$ cat src/hw/acc_pkg.sv
// Constants, types and register map of the converter control block.
// Assumes an APB master with 32-bit data and a 125 MHz clock.
//
// Summary of operation
// - Machine cycle is six clocks, or twelve with standard timing.
// - A set disable bit makes its port 0 pin read as zero.
// - Channel bits are writable only while busy and done are both zero.
// - Writing start begins a conversion; busy clears itself when done.
// - Done requests an interrupt if both enables set and priority won.
// - The 8-bit result lands in the shared result register, held.
// - Starts are ignored while busy or done; software clears done.
// - A start write may load the channel; a done clear may not.
// - Result is the input scaled by 256 over the supply span, rounded.
// - Control register is byte-wide, reset zero, in the listed bit order.
// - Converter enable cannot be cleared while busy or done.
// - Bit 6 enables the second DAC output.
// - Bit 5 enables the first DAC, writable only while idle.
// - Bit 2 picks CPU or RC clock, writable only while idle.
// - Done and busy both read one for one machine cycle at completion on CPU clock, for up to one on RC clock.
// - Channel 00 routes analog input zero, 01 analog input one.
// - On CPU clock a conversion ends 31 machine cycles after start.
// - On RC clock: sync machine cycles plus 108 to 109 RC periods.
// - Power-down on CPU clock aborts; result then flagged invalid.

package acc_pkg;

	// ***************************************************************
	// Register map (byte addresses)
	// ***************************************************************
	localparam logic [11:0] OFS_CONTROL = 12'h0C0;
	localparam logic [11:0] OFS_DIG_DIS = 12'h0C4;
	localparam logic [11:0] OFS_RESULT = 12'h0C8;
	localparam logic [11:0] OFS_SECOND_DAC_ENABLE = 12'h0CC;
	localparam logic [11:0] OFS_CONFIG = 12'h0D0;
	localparam logic [11:0] OFS_PORT0 = 12'h0D4;

	// ***************************************************************
	// Control register bit positions
	// ***************************************************************
	localparam int B_ENABLE = 7;
	localparam int B_SECOND_DAC_ENABLE = 6;
	localparam int B_FIRST_DAC_ENABLE_AND_RESULT = 5;
	localparam int B_DONE = 4;
	localparam int B_START = 3;
	localparam int B_CLKSEL = 2;
	localparam int B_CHAN_HI = 1;
	localparam int B_CHAN_LO = 0;

	// Config register bit positions
	localparam int C_STD_TIMING = 0;
	localparam int C_IRQ_EN = 1;
	localparam int C_GLOBAL_IE = 2;
	localparam int C_RES_VALID = 3;

	// Reset values
	localparam logic [7:0] RST_CONTROL = 8'h00;
	localparam logic [7:0] RST_BYTE = 8'h00;

	// ***************************************************************
	// Timing counts
	// ***************************************************************
	localparam logic [3:0] MC_FAST = 4'h6;
	localparam logic [3:0] MC_STD = 4'hC;
	localparam logic [6:0] CONV_MC = 7'h1F;
	localparam logic [6:0] SYNC_MC = 7'h03;
	localparam logic [6:0] RC_CONV = 7'h6C;

	// Sequencer states
	typedef enum logic [1:0] {
		ST_IDLE = 2'b00,
		ST_SYNC = 2'b01,
		ST_CONV = 2'b10,
		ST_OVERLAP = 2'b11
	} acc_state_t;

	// Controls toward the multiplexer and converter core
	typedef struct packed {
		logic converter_enable;
		logic second_dac_enable;
		logic first_dac_enable;
		logic converter_clock_select;
		logic [1:0] channel;
		logic start;
	} acc_core_ctrl_t;

endpackage : acc_pkg

$ cat src/hw/acc_top.sv
// Control, status and register file of the four-channel 8-bit converter.
// Assumes an APB master on clk and a core that presents its code on
// conv_data while busy; pins and the RC oscillator are asynchronous.
`timescale 1ns/10ps

module acc_top (
	input wire logic clk,
	input wire logic nrst,
	input wire logic [11:0] paddr,
	input wire logic psel,
	input wire logic penable,
	input wire logic pwrite,
	input wire logic [31:0] pwdata,
	input wire logic [3:0] pstrb,
	output logic [31:0] prdata,
	output logic pready,
	output logic pslverr,
	input wire logic irq_priority_ok,
	input wire logic rc_osc_clk,
	input wire logic power_down,
	input wire logic [7:0] port0_pins,
	input wire logic [7:0] conv_data,
	output acc_pkg::acc_core_ctrl_t core_ctrl,
	output logic [7:0] first_dac_value,
	output logic [7:0] second_dac_value,
	output logic conv_done_irq
);

	// ***************************************************************
	// Declarations
	// ***************************************************************
	logic [9:0] s1_q, s2_q, s3_q, lvl_q, lvl_d;
	logic rc_lvl_q, rc_edge, pd_lvl;
	logic [7:0] pin_lvl;
	logic [3:0] div_q, div_d;
	logic mc_tick;
	logic pready_q, pready_d, pslverr_q, pslverr_d;
	logic [31:0] prdata_q, prdata_d;
	logic wr_en, access;
	logic en_q, en_d, second_dac_enable_q, second_dac_enable_d, first_dac_enable_and_result_q, first_dac_enable_and_result_d;
	logic done_q, done_d, busy_q, busy_d, rcsel_q, rcsel_d;
	logic [1:0] chan_q, chan_d;
	logic std_q, std_d, irqen_q, irqen_d, gie_q, gie_d;
	logic valid_q, valid_d;
	logic [7:0] dis_q, dis_d, result_q, result_d, dac1v_q, dac1v_d;
	acc_pkg::acc_state_t st_q, st_d;
	logic [6:0] cnt_q, cnt_d;
	logic start_q, start_d, irq_q, irq_d;
	logic locked;
	logic [7:0] ctl_byte;

	// Register byte of the current write
	function automatic logic [7:0] wr_byte(input logic [31:0] d);
		wr_byte = d[7:0];
	endfunction : wr_byte

	// ***************************************************************
	// Pin synchronisers
	// ***************************************************************
	// Level follows only once stages two and three agree
	always_comb begin
		lvl_d = lvl_q;
		for (int i = 0; i < 10; i++) begin
			if (s2_q[i] == s3_q[i]) begin
				lvl_d[i] = s3_q[i];
			end
		end
	end

	always_ff @(posedge clk or negedge nrst) begin
		if (!nrst) begin
			s1_q <= 10'h000;
			s2_q <= 10'h000;
			s3_q <= 10'h000;
			lvl_q <= 10'h000;
			rc_lvl_q <= 1'b0;
		end else begin
			s1_q <= {power_down, rc_osc_clk, port0_pins};
			s2_q <= s1_q;
			s3_q <= s2_q;
			lvl_q <= lvl_d;
			rc_lvl_q <= lvl_q[8];
		end
	end

	assign pin_lvl = lvl_q[7:0];
	assign pd_lvl = lvl_q[9];
	assign rc_edge = lvl_q[8] & ~rc_lvl_q; // One pulse per RC period

	// ***************************************************************
	// Machine cycle divider
	// ***************************************************************
	// Six or twelve clocks per machine cycle
	always_comb begin
		mc_tick = (div_q == ((std_q ? acc_pkg::MC_STD : acc_pkg::MC_FAST)
			- 4'h1));
		div_d = mc_tick ? 4'h0 : div_q + 4'h1;
	end

	always_ff @(posedge clk or negedge nrst) begin
		if (!nrst) begin
			div_q <= 4'h0;
		end else begin
			div_q <= div_d;
		end
	end

	// ***************************************************************
	// APB slave
	// ***************************************************************
	assign access = psel & penable;
	assign wr_en = access & pready_q & pwrite & pstrb[0];
	assign locked = busy_q | done_q;
	assign ctl_byte = {en_q, second_dac_enable_q, first_dac_enable_and_result_q, done_q, busy_q, rcsel_q,
		chan_q};

	// One wait state; read data sampled in the first access cycle
	always_comb begin
		pready_d = access & ~pready_q;
		pslverr_d = 1'b0;
		prdata_d = prdata_q;
		if (access & ~pready_q) begin
			prdata_d = 32'h0000_0000;
			if (paddr == acc_pkg::OFS_CONTROL) begin
				prdata_d[7:0] = ctl_byte;
			end else if (paddr == acc_pkg::OFS_DIG_DIS) begin
				prdata_d[7:0] = dis_q;
			end else if (paddr == acc_pkg::OFS_RESULT) begin
				prdata_d[7:0] = result_q;
			end else if (paddr == acc_pkg::OFS_SECOND_DAC_ENABLE) begin
				prdata_d[7:0] = dac1v_q;
			end else if (paddr == acc_pkg::OFS_CONFIG) begin
				prdata_d[3:0] = {valid_q, gie_q, irqen_q, std_q};
			end else if (paddr == acc_pkg::OFS_PORT0) begin
				prdata_d[7:0] = pin_lvl & ~dis_q;
			end else begin
				pslverr_d = 1'b1;
			end
		end else if (access) begin
			pslverr_d = pslverr_q;
		end
	end

	always_ff @(posedge clk or negedge nrst) begin
		if (!nrst) begin
			pready_q <= 1'b0;
			pslverr_q <= 1'b0;
			prdata_q <= 32'h0000_0000;
		end else begin
			pready_q <= pready_d;
			pslverr_q <= pslverr_d;
			prdata_q <= prdata_d;
		end
	end

	assign pready = pready_q;
	assign pslverr = pslverr_q;
	assign prdata = prdata_q;

	// ***************************************************************
	// Control register, sequencer and result
	// ***************************************************************
	always_comb begin
		en_d = en_q;
		second_dac_enable_d = second_dac_enable_q;
		first_dac_enable_and_result_d = first_dac_enable_and_result_q;
		done_d = done_q;
		busy_d = busy_q;
		rcsel_d = rcsel_q;
		chan_d = chan_q;
		std_d = std_q;
		irqen_d = irqen_q;
		gie_d = gie_q;
		valid_d = valid_q;
		dis_d = dis_q;
		result_d = result_q;
		dac1v_d = dac1v_q;
		st_d = st_q;
		cnt_d = cnt_q;
		start_d = 1'b0;
		// Software writes
		if (wr_en && paddr == acc_pkg::OFS_CONTROL) begin
			if (pwdata[acc_pkg::B_ENABLE] || !locked) begin
				en_d = pwdata[acc_pkg::B_ENABLE];
			end
			second_dac_enable_d = pwdata[acc_pkg::B_SECOND_DAC_ENABLE];
			done_d = done_q & pwdata[acc_pkg::B_DONE];
			if (!locked) begin
				first_dac_enable_and_result_d = pwdata[acc_pkg::B_FIRST_DAC_ENABLE_AND_RESULT];
				rcsel_d = pwdata[acc_pkg::B_CLKSEL];
				chan_d = pwdata[acc_pkg::B_CHAN_HI:acc_pkg::B_CHAN_LO];
				if (pwdata[acc_pkg::B_START] && en_d) begin
					busy_d = 1'b1;
					start_d = 1'b1;
					cnt_d = 7'h00;
					st_d = pwdata[acc_pkg::B_CLKSEL] ? acc_pkg::ST_SYNC
						: acc_pkg::ST_CONV;
				end
			end
			// A zero start bit never stops a running conversion
		end else if (wr_en && paddr == acc_pkg::OFS_DIG_DIS) begin
			dis_d = wr_byte(pwdata);
		end else if (wr_en && paddr == acc_pkg::OFS_RESULT && !busy_q) begin
			result_d = wr_byte(pwdata);
		end else if (wr_en && paddr == acc_pkg::OFS_SECOND_DAC_ENABLE) begin
			dac1v_d = wr_byte(pwdata);
		end else if (wr_en && paddr == acc_pkg::OFS_CONFIG) begin
			std_d = pwdata[acc_pkg::C_STD_TIMING];
			irqen_d = pwdata[acc_pkg::C_IRQ_EN];
			gie_d = pwdata[acc_pkg::C_GLOBAL_IE];
		end
		// Conversion sequencer; its done set wins over a software clear
		case (st_q)
			acc_pkg::ST_SYNC: begin
				if (pd_lvl && !rcsel_q) begin
					st_d = acc_pkg::ST_IDLE;
				end else if (cnt_q >= acc_pkg::SYNC_MC && rc_edge) begin
					cnt_d = 7'h00;
					st_d = acc_pkg::ST_CONV;
				end else if (mc_tick && cnt_q < acc_pkg::SYNC_MC) begin
					cnt_d = cnt_q + 7'h01;
				end
			end
			acc_pkg::ST_CONV: begin
				if (pd_lvl && !rcsel_q) begin
					busy_d = 1'b0;
					valid_d = 1'b0;
					st_d = acc_pkg::ST_IDLE;
				end else if ((rcsel_q ? rc_edge : mc_tick)) begin
					cnt_d = cnt_q + 7'h01;
					if (cnt_q + 7'h01 ==
						(rcsel_q ? acc_pkg::RC_CONV : acc_pkg::CONV_MC)) begin
						done_d = 1'b1;
						result_d = conv_data;
						valid_d = 1'b1;
						st_d = acc_pkg::ST_OVERLAP;
					end
				end
			end
			acc_pkg::ST_OVERLAP: begin
				if (mc_tick) begin
					busy_d = 1'b0;
					st_d = acc_pkg::ST_IDLE;
				end
			end
			default: begin
				busy_d = busy_d;
			end
		endcase
		if (st_q == acc_pkg::ST_SYNC && pd_lvl && !rcsel_q) begin
			busy_d = 1'b0;
			valid_d = 1'b0;
		end
	end

	// Interrupt request needs both enables and a won priority
	assign irq_d = done_q & irqen_q & gie_q & irq_priority_ok;

	always_ff @(posedge clk or negedge nrst) begin
		if (!nrst) begin
			en_q <= 1'b0;
			second_dac_enable_q <= 1'b0;
			first_dac_enable_and_result_q <= 1'b0;
			done_q <= 1'b0;
			busy_q <= 1'b0;
			rcsel_q <= 1'b0;
			chan_q <= 2'h0;
			std_q <= 1'b0;
			irqen_q <= 1'b0;
			gie_q <= 1'b0;
			valid_q <= 1'b0;
			dis_q <= acc_pkg::RST_BYTE;
			result_q <= acc_pkg::RST_BYTE;
			dac1v_q <= acc_pkg::RST_BYTE;
			st_q <= acc_pkg::ST_IDLE;
			cnt_q <= 7'h00;
			start_q <= 1'b0;
			irq_q <= 1'b0;
		end else begin
			en_q <= en_d;
			second_dac_enable_q <= second_dac_enable_d;
			first_dac_enable_and_result_q <= first_dac_enable_and_result_d;
			done_q <= done_d;
			busy_q <= busy_d;
			rcsel_q <= rcsel_d;
			chan_q <= chan_d;
			std_q <= std_d;
			irqen_q <= irqen_d;
			gie_q <= gie_d;
			valid_q <= valid_d;
			dis_q <= dis_d;
			result_q <= result_d;
			dac1v_q <= dac1v_d;
			st_q <= st_d;
			cnt_q <= cnt_d;
			start_q <= start_d;
			irq_q <= irq_d;
		end
	end

	// ***************************************************************
	// Outputs
	// ***************************************************************
	assign core_ctrl = '{converter_enable: en_q, second_dac_enable: second_dac_enable_q,
		first_dac_enable: first_dac_enable_and_result_q, converter_clock_select: rcsel_q,
		channel: chan_q, start: start_q};
	assign first_dac_value = result_q; // Shared result and DAC data
	assign second_dac_value = dac1v_q;
	assign conv_done_irq = irq_q;

endmodule : acc_top

$ cat config.mk
export PLATFORM = sky130hd
export DESIGN_NAME = acc_top
export DESIGN_NICKNAME = d
export VERILOG_FILES = /design/src/hw/acc_pkg.sv /design/src/hw/acc_top.sv
export SDC_FILE = /design/constraint.sdc
export NUM_CORES = 1
export LEC_CHECK = 0
export ABC_AREA = 1
export BUFFER_PORTS_ARGS = -buffer_cell sky130_fd_sc_hd__buf_2
export CELL_PAD_IN_SITES_DETAIL_PLACEMENT = 0
export CELL_PAD_IN_SITES_GLOBAL_PLACEMENT = 1
export CORE_UTILIZATION = 42
export DETAILED_ROUTE_END_ITERATION = 6
export PLACE_DENSITY = 0.86
export RECOVER_POWER = 50
export SLEW_MARGIN = 20
export SYNTH_ARGS = -nofsm -noshare
export SYNTH_HDL_FRONTEND = slang
export SYNTH_SLANG_ARGS = --single-unit
$ cat constraint.sdc
create_clock -name clk -period 2.7 [get_ports clk]
set_input_delay 0.54 -clock clk [delete_from_list [all_inputs] [get_ports clk]]
set_output_delay 0.54 -clock clk [all_outputs]
set_load 0.005 [all_outputs]
==> results of run 1 <==
[Yosys cell counts (3+ instances only)]
cell and instances:
a21oi_1 10, buf_2 6, buf_4 29, buf_6 3, dfrtp_1 102, ha_1 6, inv_1 64, inv_2 3
maj3_1 10, nand2_1 168, nand2_2 5, nand3_1 36, nand4_1 28, nor2_1 52, nor2_2 6, nor3_1 5
o21ai_0 37, o21ai_1 6, o21ai_2 6, xor2_1 3
[cells by family (layout without fill, tap and decap cells)]
family,after synthesis,after routing
other,1,24
AO/OA/AOI/OAI,61,61
flip-flops,102,102
XOR/XNOR,4,4
buffers and inverters,106,167
adder cells (fa/ha/maj),16,16
AND/OR/NAND/NOR,311,311
[per-layer routing]
| metal | up-vias | routed length (microns) | global-route usage, % |
|---|---|---|---|
| li1 | 2035 | - | - |
| met3 | 14 | 633 | 5.17 |
| met5 | - | 0 | 0 |
| met2 | 101 | 5850 | 35.8 |
| met1 | 1941 | 5150 | 25.5 |
| met4 | 0 | 201 | 6.67 |
[state kept, by name, indices dropped and copies added, names as in the netlist, 2 cells and up]
| signal | flops |
|---|---|
| lvl_q | 10 |
| s3_q | 10 |
| dis_q | 8 |
| chan_q | 2 |
| s2_q | 10 |
| prdata | 8 |
| s1_q | 10 |
| cnt_q | 7 |
| second_dac_value | 8 |
| st_q | 2 |
| div_q | 4 |
| first_dac_value | 8 |
[placed cells by master (no fill, tap or decap), types with 2 or more instances in the layout]
cell        instances
a21oi_1            10
clkbuf_1            2
dfrtp_1           102
conb_1             24
bufinv_16           2
clkbuf_2            2
o21ai_2             6
inv_2               3
buf_4               3
nand3_1            36
clkinvlp_4          2
inv_1              64
nor2_1             52
buf_2              77
o21ai_1             6
clkbuf_16           9
nor2_4              2
xor2_1              3
nand2_1           168
o21ai_0            37
nand2_2             5
nor2_2              6
ha_1                6
nor3_1              5
nand4_1            28
maj3_1             10
[critical path, stage by stage (launching register included)]
cell,delay [ns]
dfrtp_1,0.51
ha_1,0.38
nand3_1,0.11
nand2_1,0.07
nand2_1,0.07
nor2_1,0.13
nand3_1,0.14
nand2_2,0.22
nand4_4,0.22
nand2_1,0.11
nand2_1,0.06
[worst paths after layout]
kind                            start            endpoint  slack, ns  cells after the start
setup / recovery             cnt_q[0]  first_dac_value[2]       0.57                     10
hold / removal             power_down             s1_q[9]       0.29                      1
setup reg to reg             cnt_q[0]  first_dac_value[2]       0.57                     10
hold reg to reg               s1_q[2]             s2_q[2]       0.35                      0
max in group asynchronous        nrst            lvl_q[8]       0.82                      2
min in group asynchronous        nrst            lvl_q[4]       0.62                      1
[cell type report]
| cell class | count | area, sq um |
|---|---|---|
| Multi-Input combinational cell | 416 | 2040 |
| Timing Repair Buffer | 84 | 442 |
| Clock buffer | 10 | 229 |
| Fill cell | 1095 | 5780 |
| Sequential cell | 102 | 2550 |
| Clock inverter | 5 | 83.8 |
| Inverter | 68 | 255 |
| Tap cell | 143 | 179 |
[power breakdown]
| group | leakage (nW) | internal, W | switching, W |
|---|---|---|---|
| logic | 1.54 | 0.000101 | 0.000182 |
| registers | 1.27 | 0.00159 | 0.0000455 |
| clock network | 0.145 | 0.000810 | 0.000564 |
| total | 2.96 | 0.00250 | 0.000791 |
[per-stage QoR]
stage                     hold WS [ns]  power [W]
after floorplan                  0.244    0.00185
final                            0.289    0.00329
after detailed placement         0.335    0.00195
after global routing             0.275    0.00344
after CTS                        0.124    0.00334
after global placement           0.335    0.00193
==> results.tsv, run 1 <==
stage	metric	value	unit
outcome	status	finished with violations	
outcome	violations	DRC, capacitance limit, slew limit	
sta	fin_tns_setup	0	ns
cells_and_area	syn_to_final_growth	14.6	%
routing	dr.pass1.iters	7	
sta	fin_crit_sh	78.9	%
yosys	synth_seq_cells	102	
cells_and_area	num_antenna_cells	0	
clock_tree	max-clock-path-buffers	2	
pwr	p_leak	2.96	nW
placement	port_buffers	78	
global_route	grt-ovfl-total	0	
placement	dp_hpwl	9.12	mm
routing	dr.first_iter.drc_count	253	
yosys	synth_edf_count	0	
routing	drc_errors	11	
placement	dpl_cell_area	5480	sq um
yosys	synthXorXnorAreaFrac	0.694	%
yosys	syn_avg_cell_area	8.39	sq um
cells_and_area	drive_gt1_share	18.7	%
yosys	syn_inst	601	
yosys	synth_top_area_share	50.6	%
critical_path	end_kind	flop	
clock_tree	clkSinkCount	102	
flow_run	maxCapViolations	1	
routing	ant_nets	0	
yosys	yosys.area_share.simple	27.8	%
yosys	synth_top_family_by_area	simple AND/OR/NAND/NOR gates	
clock_tree	root_buffer	clkbuf_16	
cells_and_area	fin_nets	759	
floorplanning	die_area	12500	sq um
worst_hold_path	hp-class	input port to flop	
pwr	power_density	570	nW/um^2
sta	tightest_slew	1.69	ns
critical_path	cp.arrival	2.37	ns
sta	slew_headroom	-12.6	%
yosys	synth_largest_area_cell	dfrtp_1	
floorplanning	fp.dieW	112	microns
yosys	synth_compound_area_share	6.70	%
yosys	syn_area	5040	sq um
routing	wirelength	11.8	mm
critical_path	cp_max_fo	10	
critical_path	cp_data_required_time	2.94	ns
sta	fin_skew	0.00836	ns
clock_tree	htreeDepth	3	
sta	finalSetupViolations	0	
placement	dp.cells	813	
placement	place_ws	0.409	ns
yosys	ys.flop_type	dfrtp_1	
clock_tree	numCtsBuffers	9	
cells_and_area	stdcell_area	5780	sq um
yosys	synth-adder-area-share	3.47	%
sta	max_clock_freq	0.469	GHz
sta	slew_violations	31	
floorplanning	die_height	112	microns
floorplanning	std_cell_rows	39	
yosys	ys_top_cells_by_area	dfrtp_1, nand2_1, inv_1	
yosys	muxShareOfSynthArea	0	%
clock_tree	clk_pin_slew_worst_paths	0.07	ns
sta	finalHoldViolCount	0	
routing	vias	4091	
sta	finalWorstSetupSlack	0.569	ns
placement	place_congestion	0.845	
clock_tree	clk_latency	0.36	ns
yosys	synth_warnings	0	
global_route	antenna_found_initial	0	
clock_tree	cts_resized	0	
clock_tree	postCtsHoldBufs	0	
clock_tree	cts_tree	built	
sta	fin_crit	2.13	ns
global_route	first_global_vias	3999	
floorplanning	start_util	43.6	%
yosys	ys_types	35	
cells_and_area	utilization	50.0	%
critical_path	cp-start-kind	flop	
yosys	async_flop_share	100	%
clock_tree	cts_setup_buffers	0	
sta	rsz0062_at_grt	false	
cells_and_area	stdcell_count	828	
yosys	seq_area_frac_synth	50.6	%
routing	wl_per_cell	14.3	microns
global_route	grt_max_degree	40	
global_route	gr-usage-all-layers	20.8	%
critical_path	crit_type	flop to flop	
routing	vias_per_cell	4.94	
floorplanning	core	11600	sq um
pwr	vdd_drop_max	0.000354	V
global_route	grt_pass1_wl	20.0	mm
floorplanning	io_pins	130	
(Power assumes the default switching activity.)
==> run 2, diff against run 1 <==
ABC_AREA = 0   (was 1)
CORE_UTILIZATION = 41   (was 42)
PLACE_DENSITY = 0.81   (was 0.86)
clock period = 2.1 ns   (was 2.7 ns; I/O delays follow)
==> results.tsv, run 2 <==
stage	metric	value	unit	change
pwr	power_density	727	nW/um^2	+28%
clock_tree	max-clock-path-buffers	2		unchanged
routing	dr.pass1.iters	4		-3
sta	fin_tns_setup	-0.477	ns	-0.477 ns
floorplanning	core	10900	sq um	-5.4%
routing	drc_errors	0		-11
sta	slew_violations	0		-100%
sta	finalSetupViolations	9		+9
yosys	ys_top_cells_by_area	dfrtp_1, mux2_2, buf_4		
placement	port_buffers	78		unchanged
cells_and_area	final_common_cell	dfrtp_1		
clock_tree	htreeDepth	3		unchanged
yosys	syn_avg_cell_area	12.1	sq um	+44%
sta	slew_headroom	14.5	%	+27 points
routing	dr.first_iter.drc_count	168		-34%
critical_path	cp-start-kind	input port		
sta	tightest_slew	1.28	ns	-0.407 ns
critical_path	cp_max_fo	8		-2
floorplanning	die_area	11800	sq um	-5.5%
outcome	violations	setup timing		
sta	fin_crit	2.19	ns	
critical_path	crit_slowest_cell	or4_4		
cells_and_area	syn_to_final_growth	25.9	%	
critical_path	crit_type	input port to flop		
yosys	syn_area	4650	sq um	-7.8%
yosys	synth_seq_cells	102		unchanged
yosys	syn_inst	385		-36%
critical_path	crit_path_cell_trace	buf_6 > or4_4 > or3_4 > nor2_4 > nand4b_4 > mux2_4 > mux2_4		
clock_tree	root_buffer	clkbuf_16		
cells_and_area	drive_gt1_share	39.8	%	+21 points
placement	dp.cells	625		-23%
clock_tree	cts_tree	built		
outcome	status	finished with violations		
yosys	synth_top_area_share	54.9	%	+4.3 points
critical_path	cp_data_required_time	2.34	ns	-0.60 ns
global_route	gr-usage-all-layers	19.2	%	-1.6 points
cells_and_area	stdcell_count	643		-22%
critical_path	slowest_delay	0.53	ns	+0.02 ns
critical_path	cp_top_family	simple AND/OR/NAND/NOR gates		
clock_tree	clk_pin_slew_worst_paths	0.07	ns	about the same
flow_run	maxCapViolations	0		-1
sta	fin_skew	0.00871	ns	+0.000350 ns
pwr	vdd_drop_max	0.000437	V	+23%
floorplanning	start_util	42.5	%	-1.1 points
floorplanning	std_cell_rows	38		-2.6%
global_route	grt_pass1_wl	17.0	mm	-15%
critical_path	cp.arrival	2.42	ns	+0.05 ns
yosys	synth_edf_count	0		unchanged
sta	rsz0062_at_grt	true		
global_route	grt-ovfl-total	0		unchanged
worst_hold_path	hp-class	input port to flop		
placement	place_congestion	0.819		-3.1%
sta	finalWorstSetupSlack	-0.0862	ns	-0.655 ns
routing	ant_nets	0		unchanged
floorplanning	io_pins	130		unchanged
clock_tree	clk_latency	0.35	ns	about the same
clock_tree	numCtsBuffers	9		unchanged
yosys	async_flop_share	100	%	unchanged
placement	dp_hpwl	7.71	mm	-15%
critical_path	cpMostUsedCell	mux2_4		
clock_tree	clkSinkCount	102		unchanged
yosys	synth_warnings	0		unchanged
routing	wl_per_cell	16.1	microns	+12%
global_route	antenna_found_initial	0		unchanged
sta	finalHoldViolCount	0		unchanged
floorplanning	die_height	108	microns	-2.8%
yosys	synth_largest_area_cell	dfrtp_1		
yosys	ys_types	58		+66%
routing	wirelength	10.3	mm	-13%
global_route	first_global_vias	3302		-17%
cells_and_area	num_antenna_cells	0		unchanged
global_route	grt_max_degree	45		+13%
sta	fin_crit_sh	104	%	
sta	max_clock_freq	0.457	GHz	
critical_path	end_kind	flop		
critical_path	crit_buf_inv	1		+1
routing	vias_per_cell	5.20		+5.2%
yosys	seq_area_frac_synth	54.9	%	+4.3 points
cells_and_area	fin_nets	576		-24%
pwr	p_leak	2.79	nW	-5.8%
cells_and_area	layout_common_cells	dfrtp_1, buf_2, mux2_2		
yosys	ys.flop_type	dfrtp_1		
floorplanning	fp.dieW	108	microns	-2.8%
yosys	synth_most_common_cell	dfrtp_1		
routing	vias	3342		-18%
yosys	synth_commonest_cells	dfrtp_1, mux2_2, o21ai_0		
run 2: cell count changes in the layout (fill, tap and decap cells not counted), sizes merged, moves of 30 or more:
| cell | before | now |
|---|---|---|
| nand2 | 173 | 24 |
| inv | 68 | 8 |
| nor2 | 60 | 9 |
| mux2 | 0 | 41 |
| nand3 | 38 | 6 |
| buf | 81 | 112 |
| nand4 | 30 | 0 |
run 2: report_power, final:
group / switching [W] / total, W / internal, W
registers: 0.0000699 / 0.00214 / 0.00207
logic: 0.000218 / 0.000422 / 0.000204
clock network: 0.000758 / 0.00170 / 0.000937
run 2: worst paths after layout:
check,slack [ns],cells after the start,to,from
max in group asynchronous,0.28,3,cnt_q[6],nrst
setup reg to reg,0.06,7,cnt_q[5],cnt_q[1]
setup / recovery,-0.09,7,first_dac_value[7],paddr[1]
hold reg to reg,0.35,0,s2_q[5],s1_q[5]
min in group asynchronous,0.88,2,s1_q[5],nrst
hold / removal,0.17,1,s1_q[4],port0_pins[4]
run 2: kinds of logic after synthesis:
group           after synthesis  synth area share (%)
xor+xnor                      5                 0.942
buf+inv                      44                  5.92
fa+ha+maj                    16                  3.77
flops                       102                  54.9
compound gates               73                  9.80
other cells                   1                0.0807
mux                          47                  11.2
simple gates                 97                  13.4
run 2: layout make-up:
type,count,area [sq um]
clock buffer,9,225
clock inverter,7,83.8
fill,943,5080
inverter,8,30.0
multi-input combinational,262,2050
sequential,102,2550
tap,140,175
timing repair buffer,115,733
run 2: what timing repair did:
action	in CTS	in global routing
gates cloned	0	0
hold buffers	1	0
endpoints found under the hold margin	21	0
pin swaps	3	12
resized for setup	13	21
buffers inserted	0	1
setup endpoints to repair	16	22
run 2: per-layer routing:
metal | up-vias | wire, microns | global-route usage [%]
met1 | 1648 | 4900 | 27.3
met5 | - | 0 | 0
met3 | 12 | 570 | 3.68
met2 | 103 | 4700 | 28.3
met4 | 0 | 169 | 8.69
li1 | 1579 | - | -
run 2: worst register-to-register path: cells and delay by family (launching register included):
kind	cells	cell delay (ns)
buf+inv	1	0.15
flops	1	0.38
compound gates	3	0.56
simple gates	2	0.67
fa+ha+maj	1	0.21
run 2: metrics by stage:
stage | utilization (%) | hold WS, ns | setup slack (ns) | total power [W] | area, sq um
after global placement | 49.2 | 0.333 | -0.426 | 0.00257 | 5380
after global routing | 53.5 | 0.161 | -0.120 | 0.00445 | 5850
final | 53.5 | 0.170 | -0.0862 | 0.00425 | 5850
after detailed placement | 49.2 | 0.335 | -0.461 | 0.00259 | 5380
after CTS | 52.7 | 0.163 | -0.0714 | 0.00430 | 5760
after floorplan | - | 0.124 | -0.242 | 0.00238 | 4760
==> run 3, diff against run 2 <==
MAX_ROUTING_LAYER = met4   (was unset)
clock period = 2.15 ns   (was 2.1 ns; I/O delays follow)
==> results.tsv, run 3 (synthesis gave the netlist of run 2 again) <==
stage	metric	value	unit	change
sta	hold_slack	0.183	ns	+0.0131 ns
sta	fin_crit_sh	104	%	
critical_path	cp.arrival	2.47	ns	+0.05 ns
global_route	met1_usage	28.0	%	+0.73 points
clock_tree	clk_pin_slew_worst_paths	0.07	ns	about the same
critical_path	cp-start-kind	input port		
placement	place_ws	-0.450	ns	+0.0106 ns
floorplanning	die_area	11800	sq um	unchanged
outcome	status	finished with violations		
critical_path	r2r-end	first_dac_value[2]		
critical_path	cp_data_required_time	2.38	ns	+0.04 ns
clock_tree	root_buffer	clkbuf_16		
cells_and_area	final_common_cell	dfrtp_1		
routing	wl_per_cell	16.0	microns	-0.28%
cells_and_area	fill_cells	992		+5.2%
clock_tree	cts_tree	built		
critical_path	end_kind	flop		
routing	vias_per_cell	5.24		+0.83%
floorplanning	std_cell_rows	38		unchanged
sta	rsz0062_at_grt	true		
critical_path	crit_buf_inv	1		unchanged
sta	finalWorstSetupSlack	-0.0827	ns	+0.00349 ns
cells_and_area	layout_common_cells	dfrtp_1, buf_2, mux2_2		
global_route	use_met2	26.9	%	-1.4 points
floorplanning	die_height	108	microns	unchanged
cells_and_area	drive_gt1_share	38.1	%	-1.7 points
routing	dr.first_iter.drc_count	218		+30%
cells_and_area	num_antenna_cells	0		unchanged
global_route	gr-usage-all-layers	19.5	%	+0.29 points
sta	finalSetupViolations	8		-1
placement	place_congestion	0.800		-2.3%
critical_path	crit_slowest_cell	or4_4		
pwr	vdd_drop_max	0.000374	V	-14%
critical_path	cp_max_fo	8		unchanged
cells_and_area	syn_to_final_growth	22.7	%	
sta	tightest_slew	1.00	ns	-0.279 ns
critical_path	cp_top_family	simple AND/OR/NAND/NOR gates		
critical_path	crit_type	input port to flop		
floorplanning	core	10900	sq um	unchanged
pwr	power_density	714	nW/um^2	-1.7%
pwr	p_leak	2.72	nW	-2.4%
flow_run	maxCapViolations	0		unchanged
routing	drc_errors	0		unchanged
floorplanning	io_pins	130		unchanged
worst_hold_path	hp-class	input port to flop		
clock_tree	htreeDepth	3		unchanged
clock_tree	max-clock-path-buffers	2		unchanged
cells_and_area	multi_input_area	2000	sq um	-2.4%
sta	fin_crit	2.23	ns	
cells_and_area	fin_nets	569		-1.2%
clock_tree	clkSinkCount	102		unchanged
routing	wirelength	10.2	mm	-1.4%
clock_tree	numCtsBuffers	9		unchanged
global_route	grt-ovfl-total	0		unchanged
critical_path	slowest_delay	0.53	ns	about the same
sta	max_clock_freq	0.448	GHz	
cells_and_area	utilization	52.2	%	-1.4 points
floorplanning	start_util	42.5	%	unchanged
sta	fin_tns_setup	-0.413	ns	+0.0639 ns
critical_path	timing.rr.start	cnt_q[1]		
clock_tree	clk_latency	0.35	ns	about the same
critical_path	rr_worst_depth	8		+1
worst_hold_path	holdPathEnd	s1_q[2]		
placement	port_buffers	78		unchanged
sta	slew_headroom	33.1	%	+19 points
outcome	violations	setup timing		
clock_tree	postCtsHoldBufs	0		-1
global_route	antenna_found_initial	0		unchanged
cells_and_area	seq_area	2550	sq um	about the same
global_route	grt-busiest-layer	met1		
global_route	first_global_vias	3263		-1.2%
routing	ant_nets	0		unchanged
global_route	grt_pass1_wl	16.8	mm	-1.2%
sta	fin_skew	0.0101	ns	+0.00143 ns
critical_path	reg2reg_setup_slack	0.09	ns	+0.03 ns
critical_path	crit_path_cell_trace	buf_6 > or4_4 > or3_4 > nor2_4 > nand4b_4 > mux2_4 > mux2_4		
worst_hold_path	min-delay-start	port0_pins[2]		
routing	vias	3333		-0.27%
worst_hold_path	worstHoldPathCells	1		unchanged
floorplanning	fp.dieW	108	microns	unchanged
sta	slew_violations	0		unchanged
sta	finalHoldViolCount	0		unchanged
global_route	gr-usage-met3	3.74	%	+0.060 points
global_route	grt_max_degree	43		-4.4%
placement	dp_hpwl	7.57	mm	-1.9%
routing	dr.pass1.iters	4		unchanged
critical_path	cpMostUsedCell	mux2_4		
==> run 3: changes by cell type in the layout (fill, tap and decap cells not counted), moves of 2 or more <==
cell	before	now
buf_2	74	76
inv_6	1	3
buf_6	6	2
nor2_1	6	8
clkbuf_2	0	3
buf_4	29	24
==> run 3: stage by stage <==
step,instances,area [sq um],power (W)
2_1_floorplan,408,4760,0.00233
3_3_place_gp,619,5350,0.00248
3_5_place_dp,619,5350,0.00250
4_1_cts,635,5690,0.00412
5_1_grt,636,5700,0.00426
6_report,636,5700,0.00407
==> run 3: area by class of cell <==
type / count / share of cell area [%]
sequential: 102 / 44.8
multi-input combinational: 262 / 35.1
timing repair buffer: 108 / 11.3
clock buffer: 10 / 4.19
tap: 140 / 3.07
clock inverter: 6 / 1.07
inverter: 8 / 0.526
==> run 3: where the power goes <==
group	leakage [nW]	switching (W)	internal [W]
registers	1.28	0.0000787	0.00202
clock network	0.145	0.000757	0.000848
logic	1.30	0.000198	0.000175
==> run 3: per-layer routing <==
| layer | vias up | routed length, microns |
|---|---|---|
| met5 | - | 0 |
| met3 | 11 | 524 |
| met2 | 101 | 4480 |
| met1 | 1659 | 5020 |
| met4 | 0 | 174 |
| li1 | 1562 | - |
==> run 3: worst max path at each step <==
stage | start | to | slack, ns | cells after the start
after floorplan | paddr[1] | first_dac_value[2] | -0.20 | 6
after global placement | paddr[1] | first_dac_value[2] | -0.39 | 7
after detailed placement | paddr[1] | first_dac_value[7] | -0.45 | 7
after CTS | paddr[1] | first_dac_value[2] | -0.08 | 7
after global routing | paddr[1] | first_dac_value[2] | -0.11 | 7
final | paddr[1] | first_dac_value[2] | -0.08 | 7
==> run 3: repair_timing <==
item / CTS / global route
endpoints found under the setup margin: 14 / 20
pin swaps: 0 / 3
setup buffers: 0 / 1
gates resized for setup: 8 / 12
